$ cat config.mk
export PLATFORM = sky130hd
export DESIGN_NAME = global_test_sync_reset_regs
export DESIGN_NICKNAME = d
export VERILOG_FILES = /design/src/gr_pkg.sv /design/src/strobe_pulse_gen.sv /design/src/debug_bus_mux.sv /design/src/global_test_sync_reset_regs.sv
export VERILOG_INCLUDE_DIRS = /design/src
export SDC_FILE = /design/constraint.sdc
export NUM_CORES = 1
export LEC_CHECK = 0
export BUFFER_PORTS_ARGS = -buffer_cell sky130_fd_sc_hd__buf_2
export CORE_AREA = 5 5 219 221
export DETAILED_ROUTE_END_ITERATION = 7
export DIE_AREA = 0 0 224 226
export GPL_ROUTABILITY_DRIVEN = 0
export REMOVE_ABC_BUFFERS = 1
export SKIP_LAST_GASP = 1
export SYNTH_ARGS = -nofsm -noshare
export SYNTH_HDL_FRONTEND = slang
export SYNTH_SLANG_ARGS = --single-unit
export TNS_END_PERCENT = 10
$ cat constraint.sdc
create_clock -name ref_clk -period 1.51 [get_ports ref_clk]
set_input_delay 0.0755 -clock ref_clk [delete_from_list [all_inputs] [get_ports ref_clk]]
set_output_delay 0.0755 -clock ref_clk [all_outputs]
set_load 0.1 [all_outputs]
$ cat src/gr_defines.svh
`ifndef GR_DEFINES_SVH
`define GR_DEFINES_SVH

`define GR_OFS_RANGE_SEL  16'h0001
`define GR_OFS_TEST_DATA  16'h0002
`define GR_OFS_TEST_STB   16'h0003
`define GR_OFS_SYNC_STB   16'h0004
`define GR_OFS_SYNC_FB    16'h0005
`define GR_OFS_HARD_RST   16'h0006

`define GR_RANGE_RESET    32'h00000000
`define GR_TEST_RESET     32'h00000000
`define GR_RANGE_WMASK    32'h0000ffff
`define GR_TEST_WMASK     32'h02f7ffff
`define GR_READ_ZERO      32'h00000000

`define GR_TD_DATA        15:0
`define GR_TD_SIGN        15
`define GR_RANGE_FIELD    15:0
`define GR_TD_EXP         18:16
`define GR_TD_DBG_EN      23:20
`define GR_EXT_SIGN       7

`define GR_TEN_OFF        3'h0
`define GR_TEN_ON         3'h1
`define GR_TEN_STROBE     3'h2

`define GR_DBG_RC         15:10
`define GR_DBG_RSMP       9:8
`define GR_DBG_AGC        7:4
`define GR_DBG_NCO        3
`define GR_DBG_FIFO       2:0
`define GR_FIFO_ZERO      3'h0
`endif

$ cat src/gr_pkg.sv
package gr_pkg;
	typedef logic [31:0] word_t;
	typedef logic [15:0] word_addr_t;
	typedef logic [15:0] range_sel_t;
	typedef logic [22:0] scaled_t;
	typedef enum {
		CMD_NONE,
		CMD_TEST,
		CMD_SYNC,
		CMD_SYNC_FB,
		CMD_HARD_RST
	} strobe_cmd_t;
endpackage : gr_pkg

$ cat src/strobe_pulse_gen.sv
`timescale 1ns/100ps
`include "gr_defines.svh"
module strobe_pulse_gen (
	input  wire logic         ref_clk,
	input  wire logic         reset_n,
	input  gr_pkg::strobe_cmd_t cmd,
	output logic              test_en_pulse_q,
	output logic              sync_pulse_q,
	output logic              sync_fb_q,
	output logic              hard_rst_q
);
	import gr_pkg::*;

	always_ff @(posedge ref_clk) begin
		if (!reset_n) begin
			test_en_pulse_q <= 1'b0;
		end else begin
			test_en_pulse_q <= (cmd == CMD_TEST);
		end
	end

	// Both sync strobes pulse the pin
	always_ff @(posedge ref_clk) begin
		if (!reset_n) begin
			sync_pulse_q <= 1'b0;
			sync_fb_q    <= 1'b0;
		end else begin
			sync_pulse_q <= (cmd == CMD_SYNC) || (cmd == CMD_SYNC_FB);
			sync_fb_q    <= (cmd == CMD_SYNC_FB);
		end
	end

	always_ff @(posedge ref_clk) begin
		if (!reset_n) begin
			hard_rst_q <= 1'b0;
		end else begin
			hard_rst_q <= (cmd == CMD_HARD_RST);
		end
	end
endmodule : strobe_pulse_gen

$ cat src/debug_bus_mux.sv
`timescale 1ns/100ps
`include "gr_defines.svh"
module debug_bus_mux #(
	parameter int NUM_CH = 4,
	parameter int DATA_W = 16
) (
	input  wire logic                  ref_clk,
	input  wire logic                  reset_n,
	input  wire logic [NUM_CH-1:0]     dbg_en,
	input  wire logic [NUM_CH*DATA_W-1:0] norm_out_bus,
	input  wire logic [NUM_CH*6-1:0]   rc_obs,
	input  wire logic [NUM_CH*2-1:0]   rsmp_carry,
	input  wire logic [NUM_CH*4-1:0]   agc_obs,
	input  wire logic [NUM_CH-1:0]     nco_msb,
	input  wire logic [NUM_CH*3-1:0]   fifo_rd_addr,
	input  wire logic [NUM_CH-1:0]     fifo_empty,
	output logic [NUM_CH*DATA_W-1:0]   channel_output_bus,
	output logic [NUM_CH*DATA_W-1:0]   debug_observe_bus
);
	import gr_pkg::*;

	for (genvar i = 0; i < NUM_CH; i++) begin : g_ch
		logic [DATA_W-1:0] dbg;
		always_comb begin
			dbg = '0;
			dbg[`GR_DBG_RC]   = rc_obs[i*6 +: 6];
			dbg[`GR_DBG_RSMP] = rsmp_carry[i*2 +: 2];
			dbg[`GR_DBG_AGC]  = agc_obs[i*4 +: 4];
			dbg[`GR_DBG_NCO]  = nco_msb[i];
			dbg[`GR_DBG_FIFO] = fifo_empty[i] ? `GR_FIFO_ZERO
			                                  : fifo_rd_addr[i*3 +: 3];
		end

		always_ff @(posedge ref_clk) begin
			if (!reset_n) begin
				debug_observe_bus[i*DATA_W +: DATA_W] <= '0;
			end else begin
				debug_observe_bus[i*DATA_W +: DATA_W] <= dbg;
			end
		end

		// OR debug word onto the output bus
		always_ff @(posedge ref_clk) begin
			if (!reset_n) begin
				channel_output_bus[i*DATA_W +: DATA_W] <= '0;
			end else begin
				channel_output_bus[i*DATA_W +: DATA_W] <=
				    norm_out_bus[i*DATA_W +: DATA_W] |
				    (dbg_en[i] ? dbg : '0);
			end
		end

	end
endmodule : debug_bus_mux

$ cat src/global_test_sync_reset_regs.sv
`timescale 1ns/100ps
`include "gr_defines.svh"
module global_test_sync_reset_regs #(
	parameter int NUM_CH = 4,
	parameter int DATA_W = 16,
	parameter int EXP_W  = 3
) (
	input  wire logic                      ref_clk,
	input  wire logic                      reset_n,
	input  gr_pkg::word_addr_t             global_word_address,
	input  wire logic                      host_wr_en,
	input  wire logic                      host_rd_en,
	input  gr_pkg::word_t                  host_wdata,
	output gr_pkg::word_t                  host_rdata,
	input  wire logic [NUM_CH-1:0]         chan_test_select,
	input  wire logic [NUM_CH*3-1:0]       chan_test_en_mode,
	input  wire logic [NUM_CH*DATA_W-1:0]  norm_data,
	input  wire logic [NUM_CH*EXP_W-1:0]   norm_exp,
	input  wire logic [NUM_CH-1:0]         norm_en,
	output logic [NUM_CH*DATA_W-1:0]       chan_sample_data,
	output logic [NUM_CH*EXP_W-1:0]        chan_sample_exp,
	output logic [NUM_CH-1:0]              chan_sample_en,
	output gr_pkg::scaled_t                test_sample_scaled,
	input  wire logic                      sync_input_primary,
	input  wire logic                      sync_input_secondary,
	output logic                           sync_pulse_out,
	output logic                           sync_primary_evt,
	output logic                           sync_secondary_evt,
	input  wire logic [NUM_CH-1:0]         soft_chan_reset,
	output logic [NUM_CH-1:0]              chan_slave_clear,
	output logic                           hard_reset_out,
	output gr_pkg::range_sel_t             range_source_select,
	output logic [NUM_CH-1:0]              debug_enable,
	input  wire logic [NUM_CH*DATA_W-1:0]  norm_out_bus,
	input  wire logic [NUM_CH*6-1:0]       rc_obs,
	input  wire logic [NUM_CH*2-1:0]       rsmp_carry,
	input  wire logic [NUM_CH*4-1:0]       agc_obs,
	input  wire logic [NUM_CH-1:0]         nco_msb,
	input  wire logic [NUM_CH*3-1:0]       fifo_rd_addr,
	input  wire logic [NUM_CH-1:0]         fifo_empty,
	output logic [NUM_CH*DATA_W-1:0]       channel_output_bus,
	output logic [NUM_CH*DATA_W-1:0]       debug_observe_bus
);
	import gr_pkg::*;

	word_t       range_sel_q;
	word_t       test_data_q;
	word_t       rdata_q;
	strobe_cmd_t cmd;
	logic        test_en_pulse;
	logic        sync_fb;
	logic        hard_rst;
	logic        ctrl_rst;
	logic        sync_pri_q;
	logic        sync_sec_q;
	logic        hard_out_q;
	logic [NUM_CH-1:0] slave_clr_q;
	scaled_t     scaled_q;

	// Maps a write address onto a strobe command
	function automatic strobe_cmd_t decode_strobe(
		input logic wr,
		input word_addr_t adr
	);
		decode_strobe = CMD_NONE;
		if (wr) begin
			case (adr)
				`GR_OFS_TEST_STB: decode_strobe = CMD_TEST;
				`GR_OFS_SYNC_STB: decode_strobe = CMD_SYNC;
				`GR_OFS_SYNC_FB:  decode_strobe = CMD_SYNC_FB;
				`GR_OFS_HARD_RST: decode_strobe = CMD_HARD_RST;
				default:          decode_strobe = CMD_NONE;
			endcase
		end
	endfunction : decode_strobe

	// Sign-extends the test word and shifts it by 6 dB steps
	function automatic scaled_t scale_test(input word_t td);
		scaled_t ext;
		ext = {{`GR_EXT_SIGN{td[`GR_TD_SIGN]}}, td[`GR_TD_DATA]};
		scale_test = ext << td[`GR_TD_EXP];
	endfunction : scale_test

	// Strobes decode from the write event alone
	assign cmd = decode_strobe(host_wr_en, global_word_address);

	strobe_pulse_gen u_strobe (
		.ref_clk         (ref_clk),
		.reset_n         (reset_n),
		.cmd             (cmd),
		.test_en_pulse_q (test_en_pulse),
		.sync_pulse_q    (sync_pulse_out),
		.sync_fb_q       (sync_fb),
		.hard_rst_q      (hard_rst)
	);

	// Software reset acts like the pin on control state
	assign ctrl_rst = !reset_n || hard_rst;

	always_ff @(posedge ref_clk) begin
		if (ctrl_rst) begin
			range_sel_q <= `GR_RANGE_RESET;
		end else if (host_wr_en &&
		             global_word_address == `GR_OFS_RANGE_SEL) begin
			range_sel_q <= host_wdata & `GR_RANGE_WMASK;
		end
	end

	// Data, exponent and debug enables kept together
	always_ff @(posedge ref_clk) begin
		if (ctrl_rst) begin
			test_data_q <= `GR_TEST_RESET;
		end else if (host_wr_en &&
		             global_word_address == `GR_OFS_TEST_DATA) begin
			test_data_q <= host_wdata & `GR_TEST_WMASK;
		end
	end

	// Strobe locations read back zero
	always_ff @(posedge ref_clk) begin
		if (ctrl_rst) begin
			rdata_q <= `GR_READ_ZERO;
		end else if (host_rd_en) begin
			case (global_word_address)
				`GR_OFS_RANGE_SEL: rdata_q <= range_sel_q;
				`GR_OFS_TEST_DATA: rdata_q <= test_data_q;
				default:           rdata_q <= `GR_READ_ZERO;
			endcase
		end
	end

	assign host_rdata          = rdata_q;
	assign range_source_select = range_sel_q[`GR_RANGE_FIELD];

	// Exponent gain applied to the test sample
	always_ff @(posedge ref_clk) begin
		if (ctrl_rst) begin
			scaled_q <= '0;
		end else begin
			scaled_q <= scale_test(test_data_q);
		end
	end

	assign test_sample_scaled = scaled_q;

	for (genvar i = 0; i < NUM_CH; i++) begin : g_src
		logic [2:0] mode;
		logic       ten;
		assign mode = chan_test_en_mode[i*3 +: 3];

		// Mode comes from the channel's own field
		always_comb begin
			case (mode)
				`GR_TEN_ON:     ten = 1'b1;
				`GR_TEN_STROBE: ten = test_en_pulse;
				default:        ten = 1'b0;
			endcase
		end

		// Each channel may take the test word
		always_ff @(posedge ref_clk) begin
			if (!reset_n) begin
				chan_sample_data[i*DATA_W +: DATA_W] <= '0;
				chan_sample_exp[i*EXP_W +: EXP_W]    <= '0;
				chan_sample_en[i]                    <= 1'b0;
			end else if (chan_test_select[i]) begin
				chan_sample_data[i*DATA_W +: DATA_W] <=
				    test_data_q[`GR_TD_DATA];
				chan_sample_exp[i*EXP_W +: EXP_W]    <=
				    test_data_q[`GR_TD_EXP];
				chan_sample_en[i]                    <= ten;
			end else begin
				chan_sample_data[i*DATA_W +: DATA_W] <=
				    norm_data[i*DATA_W +: DATA_W];
				chan_sample_exp[i*EXP_W +: EXP_W]    <=
				    norm_exp[i*EXP_W +: EXP_W];
				chan_sample_en[i]                    <= norm_en[i];
			end
		end

	end

	// Feedback enters at the pin's input register
	// External sync is taken as synchronous
	always_ff @(posedge ref_clk) begin
		if (!reset_n) begin
			sync_pri_q <= 1'b0;
		end else begin
			sync_pri_q <= sync_input_primary || sync_fb;
		end
	end

	// Secondary sync kept apart from the primary
	always_ff @(posedge ref_clk) begin
		if (!reset_n) begin
			sync_sec_q <= 1'b0;
		end else begin
			sync_sec_q <= sync_input_secondary;
		end
	end

	assign sync_primary_evt   = sync_pri_q;
	assign sync_secondary_evt = sync_sec_q;

	// Channel soft reset touches slave copies only
	always_ff @(posedge ref_clk) begin
		if (!reset_n) begin
			slave_clr_q <= '0;
		end else begin
			slave_clr_q <= soft_chan_reset;
		end
	end

	assign chan_slave_clear = slave_clr_q;

	// Reset broadcast to the rest of the chip
	always_ff @(posedge ref_clk) begin
		if (!reset_n) begin
			hard_out_q <= 1'b1;
		end else begin
			hard_out_q <= hard_rst;
		end
	end

	assign hard_reset_out = hard_out_q;

	// Debug routing enables for buses A to D
	assign debug_enable = test_data_q[`GR_TD_DBG_EN];

	debug_bus_mux #(
		.NUM_CH (NUM_CH),
		.DATA_W (DATA_W)
	) u_dbg (
		.ref_clk            (ref_clk),
		.reset_n            (reset_n),
		.dbg_en             (test_data_q[`GR_TD_DBG_EN]),
		.norm_out_bus       (norm_out_bus),
		.rc_obs             (rc_obs),
		.rsmp_carry         (rsmp_carry),
		.agc_obs            (agc_obs),
		.nco_msb            (nco_msb),
		.fifo_rd_addr       (fifo_rd_addr),
		.fifo_empty         (fifo_empty),
		.channel_output_bus (channel_output_bus),
		.debug_observe_bus  (debug_observe_bus)
	);
endmodule : global_test_sync_reset_regs

* Yosys cells after proc, flatten, opt, wreduce, memory -nomap -nowiden
Index checks and enable logic that the tools add are counted.
** Word-level totals
- Flip-flop bits (word level) :: 314
- Output and inout bits :: 291
- Logic and storage cells :: 88
** Cells by class
- Eq/ne operators :: 18
- Shifts and indexed selects :: 1
- Mux-type cells :: 27
- Bitwise gates (word level) :: 4
- Reduce and logical (&&, ||, !) cells :: 6
** Operators by type and width (number)
- $mux 16 :: 8
- $eq 32x3->1 const B :: 2
- $or 16x16->16 :: 4
- $pmux 26 s2 :: 1
- $eq 16x3->1 const B :: 3
- $eq 16x2->1 const B :: 2
- $eq 32x2->1 const B :: 1
- $eq 32x4->1 const B :: 1
- $mux 32 :: 1
- $mux 3 :: 8
- $shl 23x3->23 :: 1
- $eq 16x1->1 const B :: 1
- $eq 3x1->1 const B :: 4
- $eq 3x2->1 const B :: 4
- $pmux 3 s4 :: 1
- $pmux 1 s2 :: 4
- $mux 1 :: 4
- $logic_or 1x1->1 :: 3
- $logic_and 1x1->1 :: 2
- $logic_not 1->1 :: 1

* Logic depth before layout (Yosys ltp)
Gate-level depths: netlist of the first run.
- Word-level depth :: 5
- Gate-level depth with buffers :: 8
- Mapped depth without buffers :: 5

* Cells and area by module
A second synthesis of the first run with hierarchy kept.
** Second synthesis, totals
- Cell total of the unflattened synthesis :: 1131
- Area total of the unflattened synthesis :: 11198.2 µm²
** Modules (own cells, without submodules)
- global_test_sync_reset_regs :: times used 1, cells an instance 751, area each 7206.9 µm²
- debug_bus_mux :: times used 1, cells an instance 357, area each 3749.8 µm²
- strobe_pulse_gen :: times used 1, cells an instance 23, area each 241.5 µm²

* Least setup slack after synthesis of the first run
OpenSTA, ideal clock, no wires.
- Path type :: register to register
- Start point :: register test_data_q[16]
- End point :: register scaled_q[13], in the netlist test_sample_scaled[13]
- Arrival :: 1301 ps
- Data required time :: 1395 ps
- Slack :: 94 ps
- Cell stages (with the launch flop) :: 6
- Buffers on the path :: 1
- Period minus slack after synthesis :: 1416 ps
- Cell sequence :: dfxtp_1 buf_2 mux4_2 nand2_1 o21ai_0 and2_1
** On the way
- Cells in the longest elaborated chain, start to end :: 1
** RTL lines
- start: declaration :: RTL line global_test_sync_reset_regs.sv:47 : word_t test_data_q;
- start signal: assignment :: RTL line global_test_sync_reset_regs.sv:112 : test_data_q <= `GR_TEST_RESET;
- start signal: assignment :: RTL line global_test_sync_reset_regs.sv:115 : test_data_q <= host_wdata & `GR_TEST_WMASK;
- $shl 23x3->23 :: RTL line global_test_sync_reset_regs.sv:81 : scale_test = ext << td[`GR_TD_EXP];
- end signal: assignment :: RTL line global_test_sync_reset_regs.sv:140 : scaled_q <= scale_test(test_data_q);
- end: declaration :: RTL line global_test_sync_reset_regs.sv:58 : scaled_t scaled_q;
No other way between the ends.
A chain may end at the register's enable or synchronous reset.

* Final worst setup path of the first run
- Start point :: register test_data_q[22]
- End point :: output debug_enable[2]
** RTL lines
- end: declaration :: RTL line global_test_sync_reset_regs.sv:33 : output logic [NUM_CH-1:0] debug_enable,
No word-level cell between the ends.

==> flow_summary_export.csv, run 1 <==
group,metric,value,unit
synth,synth_top_cells_by_area,"dfxtp_1 56%, mux2i_1 12%, nor2b_1 7.9%",
synth,ys_types,44,
layout,final_common_cell,"buf_2",
timing,finalCritPeriodShare,103,%
grt,grt_pass1_wl,69.0,mm
critical_path,critPathTopFamily,"flip-flops",
timing,hold_violations,0,
layout,fin_area,18800,sq um
cts,cts_tree,"built",
route,drt-wirelength-per-cell,18.9,microns
synth,synth.top_cell.area_share,56.2,%
critical_path,startpoint,"test_data_q[22]$_SDFFE_PP0P_",
grt,antenna_found_initial,1,
critical_path,crit_buf_inv,2,
layout,drive_above_1_share,36.3,%
cts,clock_latency,540,ps
placement,hpwl,33.2,mm
critical_path,r2r_setup_slack,0,ps
critical_path,worstSetupPathType,"reg -> out",
route,drt-initial-drc-count,413,
timing,finalWorstSetupSlack,-41.2,ps
floorplanning,start_util,23.7,%
placement,port_buffers,560,
timing,max_freq,645,MHz
layout,multi_input_area,4370,sq um
critical_path,critPathSlowestCell,"dfxtp_2",
route,ant_nets,0,
timing,fin_crit,1550,ps
cts,ctsLongestPathBuffers,3,
timing,maxSlewViolCount,0,
layout,final.fill_count,4305,
power,p_leak,8.85,nW
power,power_density,1120,nW/um^2
layout,antenna_cells,0,
critical_path,cp_cell_sequence,"buf_4, buf_12",
critical_path,startpoint_type,"register",
timing,slew_headroom,52.8,%
layout,seqCellArea,6130,sq um
layout,final_nets,2188,
synth,ys_seq_elements,306,
grt,grt_overflow,0,
floorplanning,row_count,79,
floorplanning,design.die.area,50600,sq um
synth,synth-edff-count,0,
grt,grt_usage,17.7,%
min_path,hp-class,"in -> reg",
critical_path,endpoint,"debug_enable[2]",
critical_path,cp.depth,2,
synth,ys_warn_count,0,
synth,seq_area_frac_synth,56.2,%
flow_run,maxCapViolations,0,
floorplanning,die-height,226,microns
cts,htreeDepth,2,
power,power,0.0211,W
cts,cts_made_buffers,36,
route,drc,0,
critical_path,regToRegEndpoint,"u_dbg.channel_output_bus[33]$_SDFF_PN0_",
cts,post_cts_buffers,0,
critical_path,critPathArrivalTime,1480,ps
floorplanning,coreArea,46000,sq um
grt,grt_start_max_net_pins,78,
synth,synth.avg_cell_area,10.5,sq um
synth,synthesis.area,10900,sq um
layout,final_util,41.0,%
critical_path,worstPathRequired,1430,ps
route,vias_per_cell,4.33,
timing,skew,8.96,ps
cts,cts-root-buf,"clkbuf_16",
synth,syn_inst,1041,
cts,clk_pin_slew_worst_paths,60,ps
layout,area_growth,72.8,%
critical_path,end_kind,"primary output",
floorplanning,ioPinCount,577,
grt,grt_pass1_vias,11500,
route,vias,11000,
synth,ys.flop_type,"dfxtp_1",
critical_path,r2r_cells,3,
outcome,violations,"negative setup slack",
cts,cts_sinks,306,
placement,place_area,14800,sq um
power,vdd_drop_max,0.742,mV
outcome,outcome,"complete, but fails checks",
critical_path,crit_path_max_fanout,13,
route,drt_pass1_iterations,4,
synth,yosys.area.top_type,"dfxtp_1",
critical_path,r2r-start,"test_data_q[22]$_SDFFE_PP0P_",
timing,setup_viol,2,
timing,tightest_slew,708,ps
synth,synth-async-reset-ratio,0,%
timing,fin_tns_setup,-42.0,ps
layout,layout_common_cells,"553 x buf_2, 304 x dfxtp_1, 292 x dlygate4sd3_1, 136 x nor2b_1, 126 x mux2i_1",
route,wl,47.8,mm
timing,rsz0062_at_grt,"yes",
critical_path,slowest_delay,520,ps
floorplanning,die_w,224,microns
-- worst min path at each step --
stage / start / end / slack [ps] / depth (start not counted)
4_1_cts: global_word_address[15] / u_strobe.sync_fb_q$_SDFF_PN0_ / 4 / 5
5_1_grt: chan_test_select[3] / chan_sample_en[3]$_SDFF_PN0_ / 50 / 4
6_report: global_word_address[15] / u_strobe.test_en_pulse_q$_SDFF_PN0_ / 60 / 5
2_1_floorplan: global_word_address[2] / u_strobe.test_en_pulse_q$_SDFF_PN0_ / 150 / 1
3_5_place_dp: soft_chan_reset[1] / chan_slave_clear[1]$_SDFF_PN0_ / 290 / 2
3_3_place_gp: sync_input_primary / sync_primary_evt$_SDFF_PN0_ / 270 / 2
-- per-layer routing --
layer | wire length [microns] | up-vias | global-route usage (%)
li1 | - | 5170 | -
met1 | 18500 | 5197 | 20.1
met2 | 23500 | 465 | 30.8
met3 | 3730 | 116 | 5.24
met4 | 2070 | 2 | 7.98
met5 | 13 | - | 0
-- logic make-up after synthesis --
group                  count (synthesis)  share of synthesized area [%]
AO/OA/AOI/OAI                        147                           8.05
buffers and inverters                101                           4.19
multiplexers                         136                           13.1
other                                  1                         0.0344
flip-flops                           306                           56.2
AND/OR/NAND/NOR                      350                           18.4
-- through the flow --
step,setup WS [ps],hold WS (ps),std cells
finish,-41.2,56.8,2528
global route,-98.4,45.4,2528
CTS,-61.1,3.73,2528
detailed placement,64.3,286,2179
global placement,42.0,273,2179
floorplan,-2640,152,951
-- cell usage after synthesis, types with 2 or more instances --
cell type and number:
a211oi_1 3, a21oi_1 75, a22o_1 20, a22oi_1 16, and2_1 71, buf_1 7
buf_2 10, buf_4 13, buf_6 2, clkbuf_1 64, dfxtp_1 306, inv_1 4
mux2_2 5, mux2i_1 126, mux4_2 5, nand2_1 91, nand2b_1 4, nand3_1 9
nand3b_1 5, nand4_1 2, nor2_1 10, nor2b_1 137, nor3_1 5, nor3b_2 2
nor4_1 2, nor4_4 3, o21a_1 2, o21ai_0 21, o21ai_1 5, o31ai_1 2
-- sequential cells by signal, summed over array words and instances, names as in the netlist, 4 cells and up --
register and flops:
test_sample_scaled 23, chan_sample_en 4, chan_slave_clear 4, test_data_q 24
host_rdata 24, range_sel_q 16, chan_sample_data 64, chan_sample_exp 12
u_dbg.debug_observe_bus 64, u_dbg.channel_output_bus 64
-- cell type report --
| cell class | instances | area share (%) |
|---|---|---|
| sequential | 306 | 32.5 |
| multi-input combinational | 641 | 23.2 |
| clock buffer | 49 | 5.47 |
| timing repair buffer | 913 | 34.1 |
| inverter | 4 | 0.0797 |
| tap | 607 | 4.03 |
| clock inverter | 8 | 0.571 |
-- what timing repair did --
item | in CTS | in global routing
gates resized for setup | 2 | 1
endpoints found under the hold margin | 258 | 0
endpoints found under the setup margin | 4 | 18
hold buffers | 292 | 0
gates cloned | 0 | 0
-- power breakdown --
part           internal, W  total, W  switching (W)
Combinational      0.00125   0.00415        0.00290
Sequential         0.00835   0.00843      0.0000754
Clock              0.00510   0.00854        0.00344
-- worst register-to-register path, stage by stage, from the launching register on --
cell and delay, ps:
dfxtp_2 520, buf_4 240, a22o_1 150, dlygate4sd3_1 540
No activity file was read; power rests on OpenSTA's default activity.
==> run 2: changes to the inputs <==
--- a/config.mk
+++ b/config.mk
@@ -7,9 +7,10 @@
 export NUM_CORES = 1
 export LEC_CHECK = 0
 export BUFFER_PORTS_ARGS = -buffer_cell sky130_fd_sc_hd__buf_2
-export CORE_AREA = 5 5 219 221
+export CORE_AREA = 2 2 223 225
+export CTS_BUF_LIST = sky130_fd_sc_hd__clkbuf_16
 export DETAILED_ROUTE_END_ITERATION = 7
-export DIE_AREA = 0 0 224 226
+export DIE_AREA = 0 0 225 227
 export GPL_ROUTABILITY_DRIVEN = 0
 export REMOVE_ABC_BUFFERS = 1
 export SKIP_LAST_GASP = 1
==> run 2 against run 1 <==
  * Largest cell class unchanged
  * Largest power group unchanged
  * Clock power up 2%
  * Via count down 1.1%
  * Worst setup slack better by 49 ps
  * Combinational power about the same
  * The flow now finishes without violations
==> flow_summary_export.csv, run 2 (same netlist as run 1, synthesis figures left out) <==
group,metric,value,unit
critical_path,crit_buf_inv,1,
power,comb_power_share,19.5,%
grt,grt_pass1_wl,66.2,mm
critical_path,critPathTopFamily,"buffers and inverters",
route,drt-initial-drc-count,366,
cts,cts_made_buffers,36,
route,vias,10800,
cts,cts-root-buf,"clkbuf_16",
route,ant_nets,0,
power,intPower,0.0147,W
floorplanning,start_util,22.5,%
layout,final_common_cell,"buf_2",
critical_path,end_kind,"primary output",
placement,hpwl,32.0,mm
layout,drive_above_1_share,36.3,%
cts,cts_sinks,306,
timing,tightest_slew,593,ps
outcome,outcome,"complete, no violations",
timing,fin_crit,1500,ps
route,drt-wirelength-per-cell,18.2,microns
critical_path,slowest_delay,470,ps
layout,layout_common_cells,"554 x buf_2, 304 x dfxtp_1, 288 x dlygate4sd3_1, 136 x nor2b_1, 126 x mux2i_1",
grt,antenna_found_initial,1,
critical_path,worstPathRequired,1430,ps
cts,htreeDepth,2,
layout,area_growth,73.6,%
timing,rsz0062_at_grt,"yes",
floorplanning,die_w,225,microns
timing,skew,13.9,ps
route,vias_per_cell,4.24,
timing,finalCritPeriodShare,99.5,%
flow_run,maxCapViolations,0,
critical_path,worstSetupPathType,"reg -> out",
floorplanning,coreArea,48500,sq um
grt,grt_overflow,0,
critical_path,critPathSlowestCell,"buf_2",
placement,port_buffers,560,
route,wl,46.4,mm
cts,clk_pin_slew_worst_paths,60,ps
layout,top_regs,"chan_sample_data: 64 flops, u_dbg.channel_output_bus: 64 flops, u_dbg.debug_observe_bus: 64 flops",
power,power.switching,0.00651,W
layout,multi_input_area,4370,sq um
timing,maxSlewViolCount,0,
timing,hold_violations,0,
layout,final_nets,2189,
min_path,hp-class,"in -> reg",
route,drc,0,
critical_path,cp_cell_sequence,"buf_2",
layout,final_util,39.0,%
critical_path,crit_path_max_fanout,1,
critical_path,startpoint_type,"register",
timing,slew_headroom,60.7,%
power,vdd_drop_max,0.646,mV
critical_path,critPathArrivalTime,1430,ps
layout,seqCellArea,6130,sq um
power,p_seq_share,39.6,%
grt,grt_usage,17.2,%
timing,max_freq,666,MHz
floorplanning,die-height,227,microns
power,switching_share,30.7,%
cts,cts_tree,"built",
timing,holdWs,7.71,ps
power,p_clk_share,40.8,%
grt,grt_pass1_vias,11400,
grt,grt_start_max_net_pins,88,
timing,setup_viol,0,
cts,ctsLongestPathBuffers,3,
power,power_density,1120,nW/um^2
floorplanning,design.die.area,51100,sq um
layout,final.fill_count,4663,
route,drt_pass1_iterations,7,
floorplanning,ioPinCount,577,
power,p_leak,8.91,nW
floorplanning,row_count,81,
cts,clock_latency,550,ps
==> run 2: cell types whose count changed in the layout (fill, tap and decap cells not counted), moves of 3 or more <==
cell           delta
diode_2           +3
dlygate4sd3_1     -4
buf_12            +3
clkbuf_1          -6
inv_1             +8
inv_6             +3
clkbuf_8          -6
clkinv_1          +4
==> run 2: path summary, 6_finish.rpt <==
| check | startpoint | end | slack [ps] | cells past startpoint |
|---|---|---|---|---|
| worst max-delay path | test_sample_scaled[21]$_SDFF_PP0_ | test_sample_scaled[21] | 8 | 1 |
| worst min-delay path | global_word_address[12] | u_strobe.test_en_pulse_q$_SDFF_PN0_ | 8 | 5 |
| worst max register to register | test_data_q[6]$_SDFFE_PP0P_ | chan_sample_data[22]$_SDFF_PN0_ | 8 | 4 |
| worst min register to register | host_rdata[13]$_SDFFE_PP0P_ | host_rdata[13]$_SDFFE_PP0P_ | 450 | 2 |
==> run 2: what timing repair did <==
item / in CTS / in global routing
hold endpoints to repair: 258 / 0
setup buffers: 0 / 3
hold buffers: 288 / 0
cloned: 0 / 0
gates resized for setup: 1 / 3
endpoints found under the setup margin: 5 / 25
==> run 2: layout make-up <==
| type | instances | area share, % |
|---|---|---|
| multi-input combinational | 641 | 23.1 |
| tap | 622 | 4.11 |
| sequential | 306 | 32.4 |
| clock buffer | 37 | 4.89 |
| timing repair buffer | 914 | 34.2 |
| antenna | 3 | 0.0397 |
| inverter | 4 | 0.0793 |
| clock inverter | 25 | 1.22 |
==> run 2: through the flow <==
stage / setup slack, ps / power (W) / setup TNS (ps) / cell area [sq um] / instances
after floorplan: -2640 / 0.0111 / -141890 / 10500 / 951
after global placement: -190 / 0.0121 / -416 / 14800 / 2196
after detailed placement: -185 / 0.0121 / -766 / 14800 / 2196
after CTS: -40.6 / 0.0215 / -81.0 / 18900 / 2546
after global routing: -40.3 / 0.0220 / -332 / 18900 / 2549
final: 7.59 / 0.0212 / 0 / 18900 / 2552
==> run 2: layer usage <==
metal  up-vias  track usage (%)  part of all wire (%)  wire (microns)
met2       448             30.8                    50           23300
met4         0             7.20                   3.5            1620
met1      5099             19.6                    40           18400
li1       5195                -                     -               -
met3        84             4.17                   6.7            3100
met5         -                0                     0               0
==> run 2: power by group through the flow <==
stage               combinational, W  clock [W]  sequential (W)
finish                       0.00414    0.00868         0.00842
global route                 0.00430    0.00927         0.00844
CTS                          0.00412    0.00900         0.00841
detailed placement           0.00353          0         0.00859
global placement             0.00351          0         0.00858
floorplan                   0.000484          0          0.0106
==> run 3: changes to the inputs <==
--- a/config.mk
+++ b/config.mk
@@ -12,6 +12,7 @@
 export DETAILED_ROUTE_END_ITERATION = 7
 export DIE_AREA = 0 0 225 227
 export GPL_ROUTABILITY_DRIVEN = 0
+export MAX_ROUTING_LAYER = met4
 export REMOVE_ABC_BUFFERS = 1
 export SKIP_LAST_GASP = 1
 export SYNTH_ARGS = -nofsm -noshare
==> run 3 against run 2 <==
  * Register-to-register slack better by 20 ps
  * Cell count about the same
  * Count of clock-buffer cells in the layout unchanged
  * Power about the same
  * Combinational power about the same
  * Non-clock buffer count unchanged
  * Critical path depth unchanged
  * Final area about the same
  * Clock power about the same
  * First-iteration DRC count down 7.4%
  * Maximum frequency up 1.4%
  * Via count about the same
==> flow_summary_export.csv, run 3 (same netlist as run 1, synthesis figures left out) <==
group,metric,value,unit
timing,tightest_slew,599,ps
min_path,min_to,"u_strobe.test_en_pulse_q$_SDFF_PN0_",
critical_path,critPathTopFamily,"buffers and inverters",
timing,rsz0062_at_grt,"yes",
power,p_leak,8.91,nW
floorplanning,ioPinCount,577,
timing,fin_crit,1480,ps
outcome,outcome,"complete, no violations",
critical_path,r2r-start,"test_data_q[6]$_SDFFE_PP0P_",
critical_path,r2r_cells,4,
grt,grt_usage,17.7,%
placement,place_area,14800,sq um
layout,fin_area,18900,sq um
critical_path,crit_path_max_fanout,1,
critical_path,critPathSlowestCell,"buf_2",
route,ant_nets,0,
critical_path,startpoint_type,"register",
cts,htreeDepth,2,
cts,clock_latency,550,ps
cts,clk_pin_slew_worst_paths,60,ps
timing,holdWs,7.92,ps
grt,grt_start_max_net_pins,88,
placement,place_ws,-185,ps
min_path,hp-class,"in -> reg",
layout,area_growth,73.5,%
grt,grt_pass1_vias,11300,
critical_path,slowest_delay,460,ps
critical_path,worstPathRequired,1430,ps
power,power_density,1120,nW/um^2
cts,cts_made_buffers,36,
layout,final_nets,2189,
critical_path,worstSetupPathType,"reg -> out",
floorplanning,row_count,81,
timing,max_freq,675,MHz
critical_path,regToRegEndpoint,"chan_sample_data[22]$_SDFF_PN0_",
grt,antenna_found_initial,1,
cts,cts-root-buf,"clkbuf_16",
min_path,hp-start,"global_word_address[12]",
layout,final_common_cell,"buf_2",
timing,skew,12.2,ps
floorplanning,die-height,227,microns
timing,setup_viol,0,
grt,grt_pass1_wl,66.3,mm
timing,slew_headroom,60.3,%
timing,finalCritPeriodShare,98.2,%
flow_run,maxCapViolations,0,
route,drc,0,
cts,cts_tree,"built",
placement,port_buffers,560,
route,drt-initial-drc-count,339,
route,vias,10800,
layout,final.fill_count,4661,
critical_path,cp_cell_sequence,"buf_2",
layout,top_regs,"chan_sample_data: 64 flops, u_dbg.channel_output_bus: 64 flops, u_dbg.debug_observe_bus: 64 flops",
grt,grt_overflow,0,
floorplanning,coreArea,48500,sq um
floorplanning,design.die.area,51100,sq um
layout,drive_above_1_share,36.3,%
timing,maxSlewViolCount,0,
route,drt-wirelength-per-cell,18.2,microns
layout,final_util,39.0,%
route,wl,46.5,mm
min_path,worstHoldPathCells,5,
placement,hpwl,32.0,mm
critical_path,crit_buf_inv,1,
route,vias_per_cell,4.25,
critical_path,critPathArrivalTime,1410,ps
critical_path,end_kind,"primary output",
critical_path,r2r_setup_slack,30,ps
floorplanning,die_w,225,microns
cts,ctsLongestPathBuffers,3,
route,drt_pass1_iterations,6,
timing,hold_violations,0,
cts,cts_sinks,306,
power,power,0.0213,W
power,vdd_drop_max,0.646,mV
floorplanning,start_util,22.5,%
timing,finalWorstSetupSlack,27.9,ps
layout,layout_common_cells,"554 x buf_2, 304 x dfxtp_1, 288 x dlygate4sd3_1, 136 x nor2b_1, 126 x mux2i_1",
==> run 3: tightest hold or removal path, stage by stage <==
cell,delay (ps)
buf_2,110
nor4_4,60
nand2_1,70
nor4_1,60
buf_4,130
==> run 3: metal layers <==
layer	wire length, microns	track usage (%)	up-vias
met5	0	-	-
met4	1540	6.86	0
met3	2920	3.79	81
met1	18700	19.8	5133
li1	-	-	5193
met2	23400	31.0	423
==> run 3: worst max path at each step <==
stage	depth (start not counted)	start	to	slack, ps
final	1	u_dbg.channel_output_bus[21]$_SDFF_PN0_	channel_output_bus[21]	30
after global routing	4	test_data_q[6]$_SDFFE_PP0P_	chan_sample_data[22]$_SDFF_PN0_	-40
after CTS	1	test_sample_scaled[21]$_SDFF_PP0_	test_sample_scaled[21]	-40
after detailed placement	7	global_word_address[4]	test_data_q[16]$_SDFFE_PP0P_	-190
after global placement	7	global_word_address[5]	test_data_q[16]$_SDFFE_PP0P_	-190
after floorplan	4	u_strobe.hard_rst_q$_SDFF_PN0_	host_rdata[20]$_SDFFE_PP0P_	-2640
==> run 3: layout make-up <==
type	instances	area, sq um	area share [%]
Timing Repair Buffer	914	6460	34.2
Sequential cell	306	6130	32.4
Multi-Input combinational cell	641	4370	23.1
Clock buffer	37	926	4.89
Tap cell	622	778	4.11
Clock inverter	25	231	1.22
Inverter	4	15.0	0.0794
Antenna cell	1	2.50	0.0132
==> run 3: per-stage QoR <==
step           cells  TNS [ps]
2_1_floorplan    951   -141890
3_3_place_gp    2196      -416
3_5_place_dp    2196      -766
4_1_cts         2546     -81.0
5_1_grt         2550      -332
6_report        2550         0
==> run 3: timing repair <==
action / in CTS / in global routing
hold endpoints to repair: 258 / 0
hold buffers: 288 / 0
buffers inserted: 0 / 3
resized for setup: 1 / 3
setup endpoints to repair: 5 / 25
==> run 3: power by group <==
group,total [W],internal [W],switching (W)
Sequential,0.00842,0.00835,0.0000735
Combinational,0.00415,0.00125,0.00290
Clock,0.00869,0.00514,0.00355
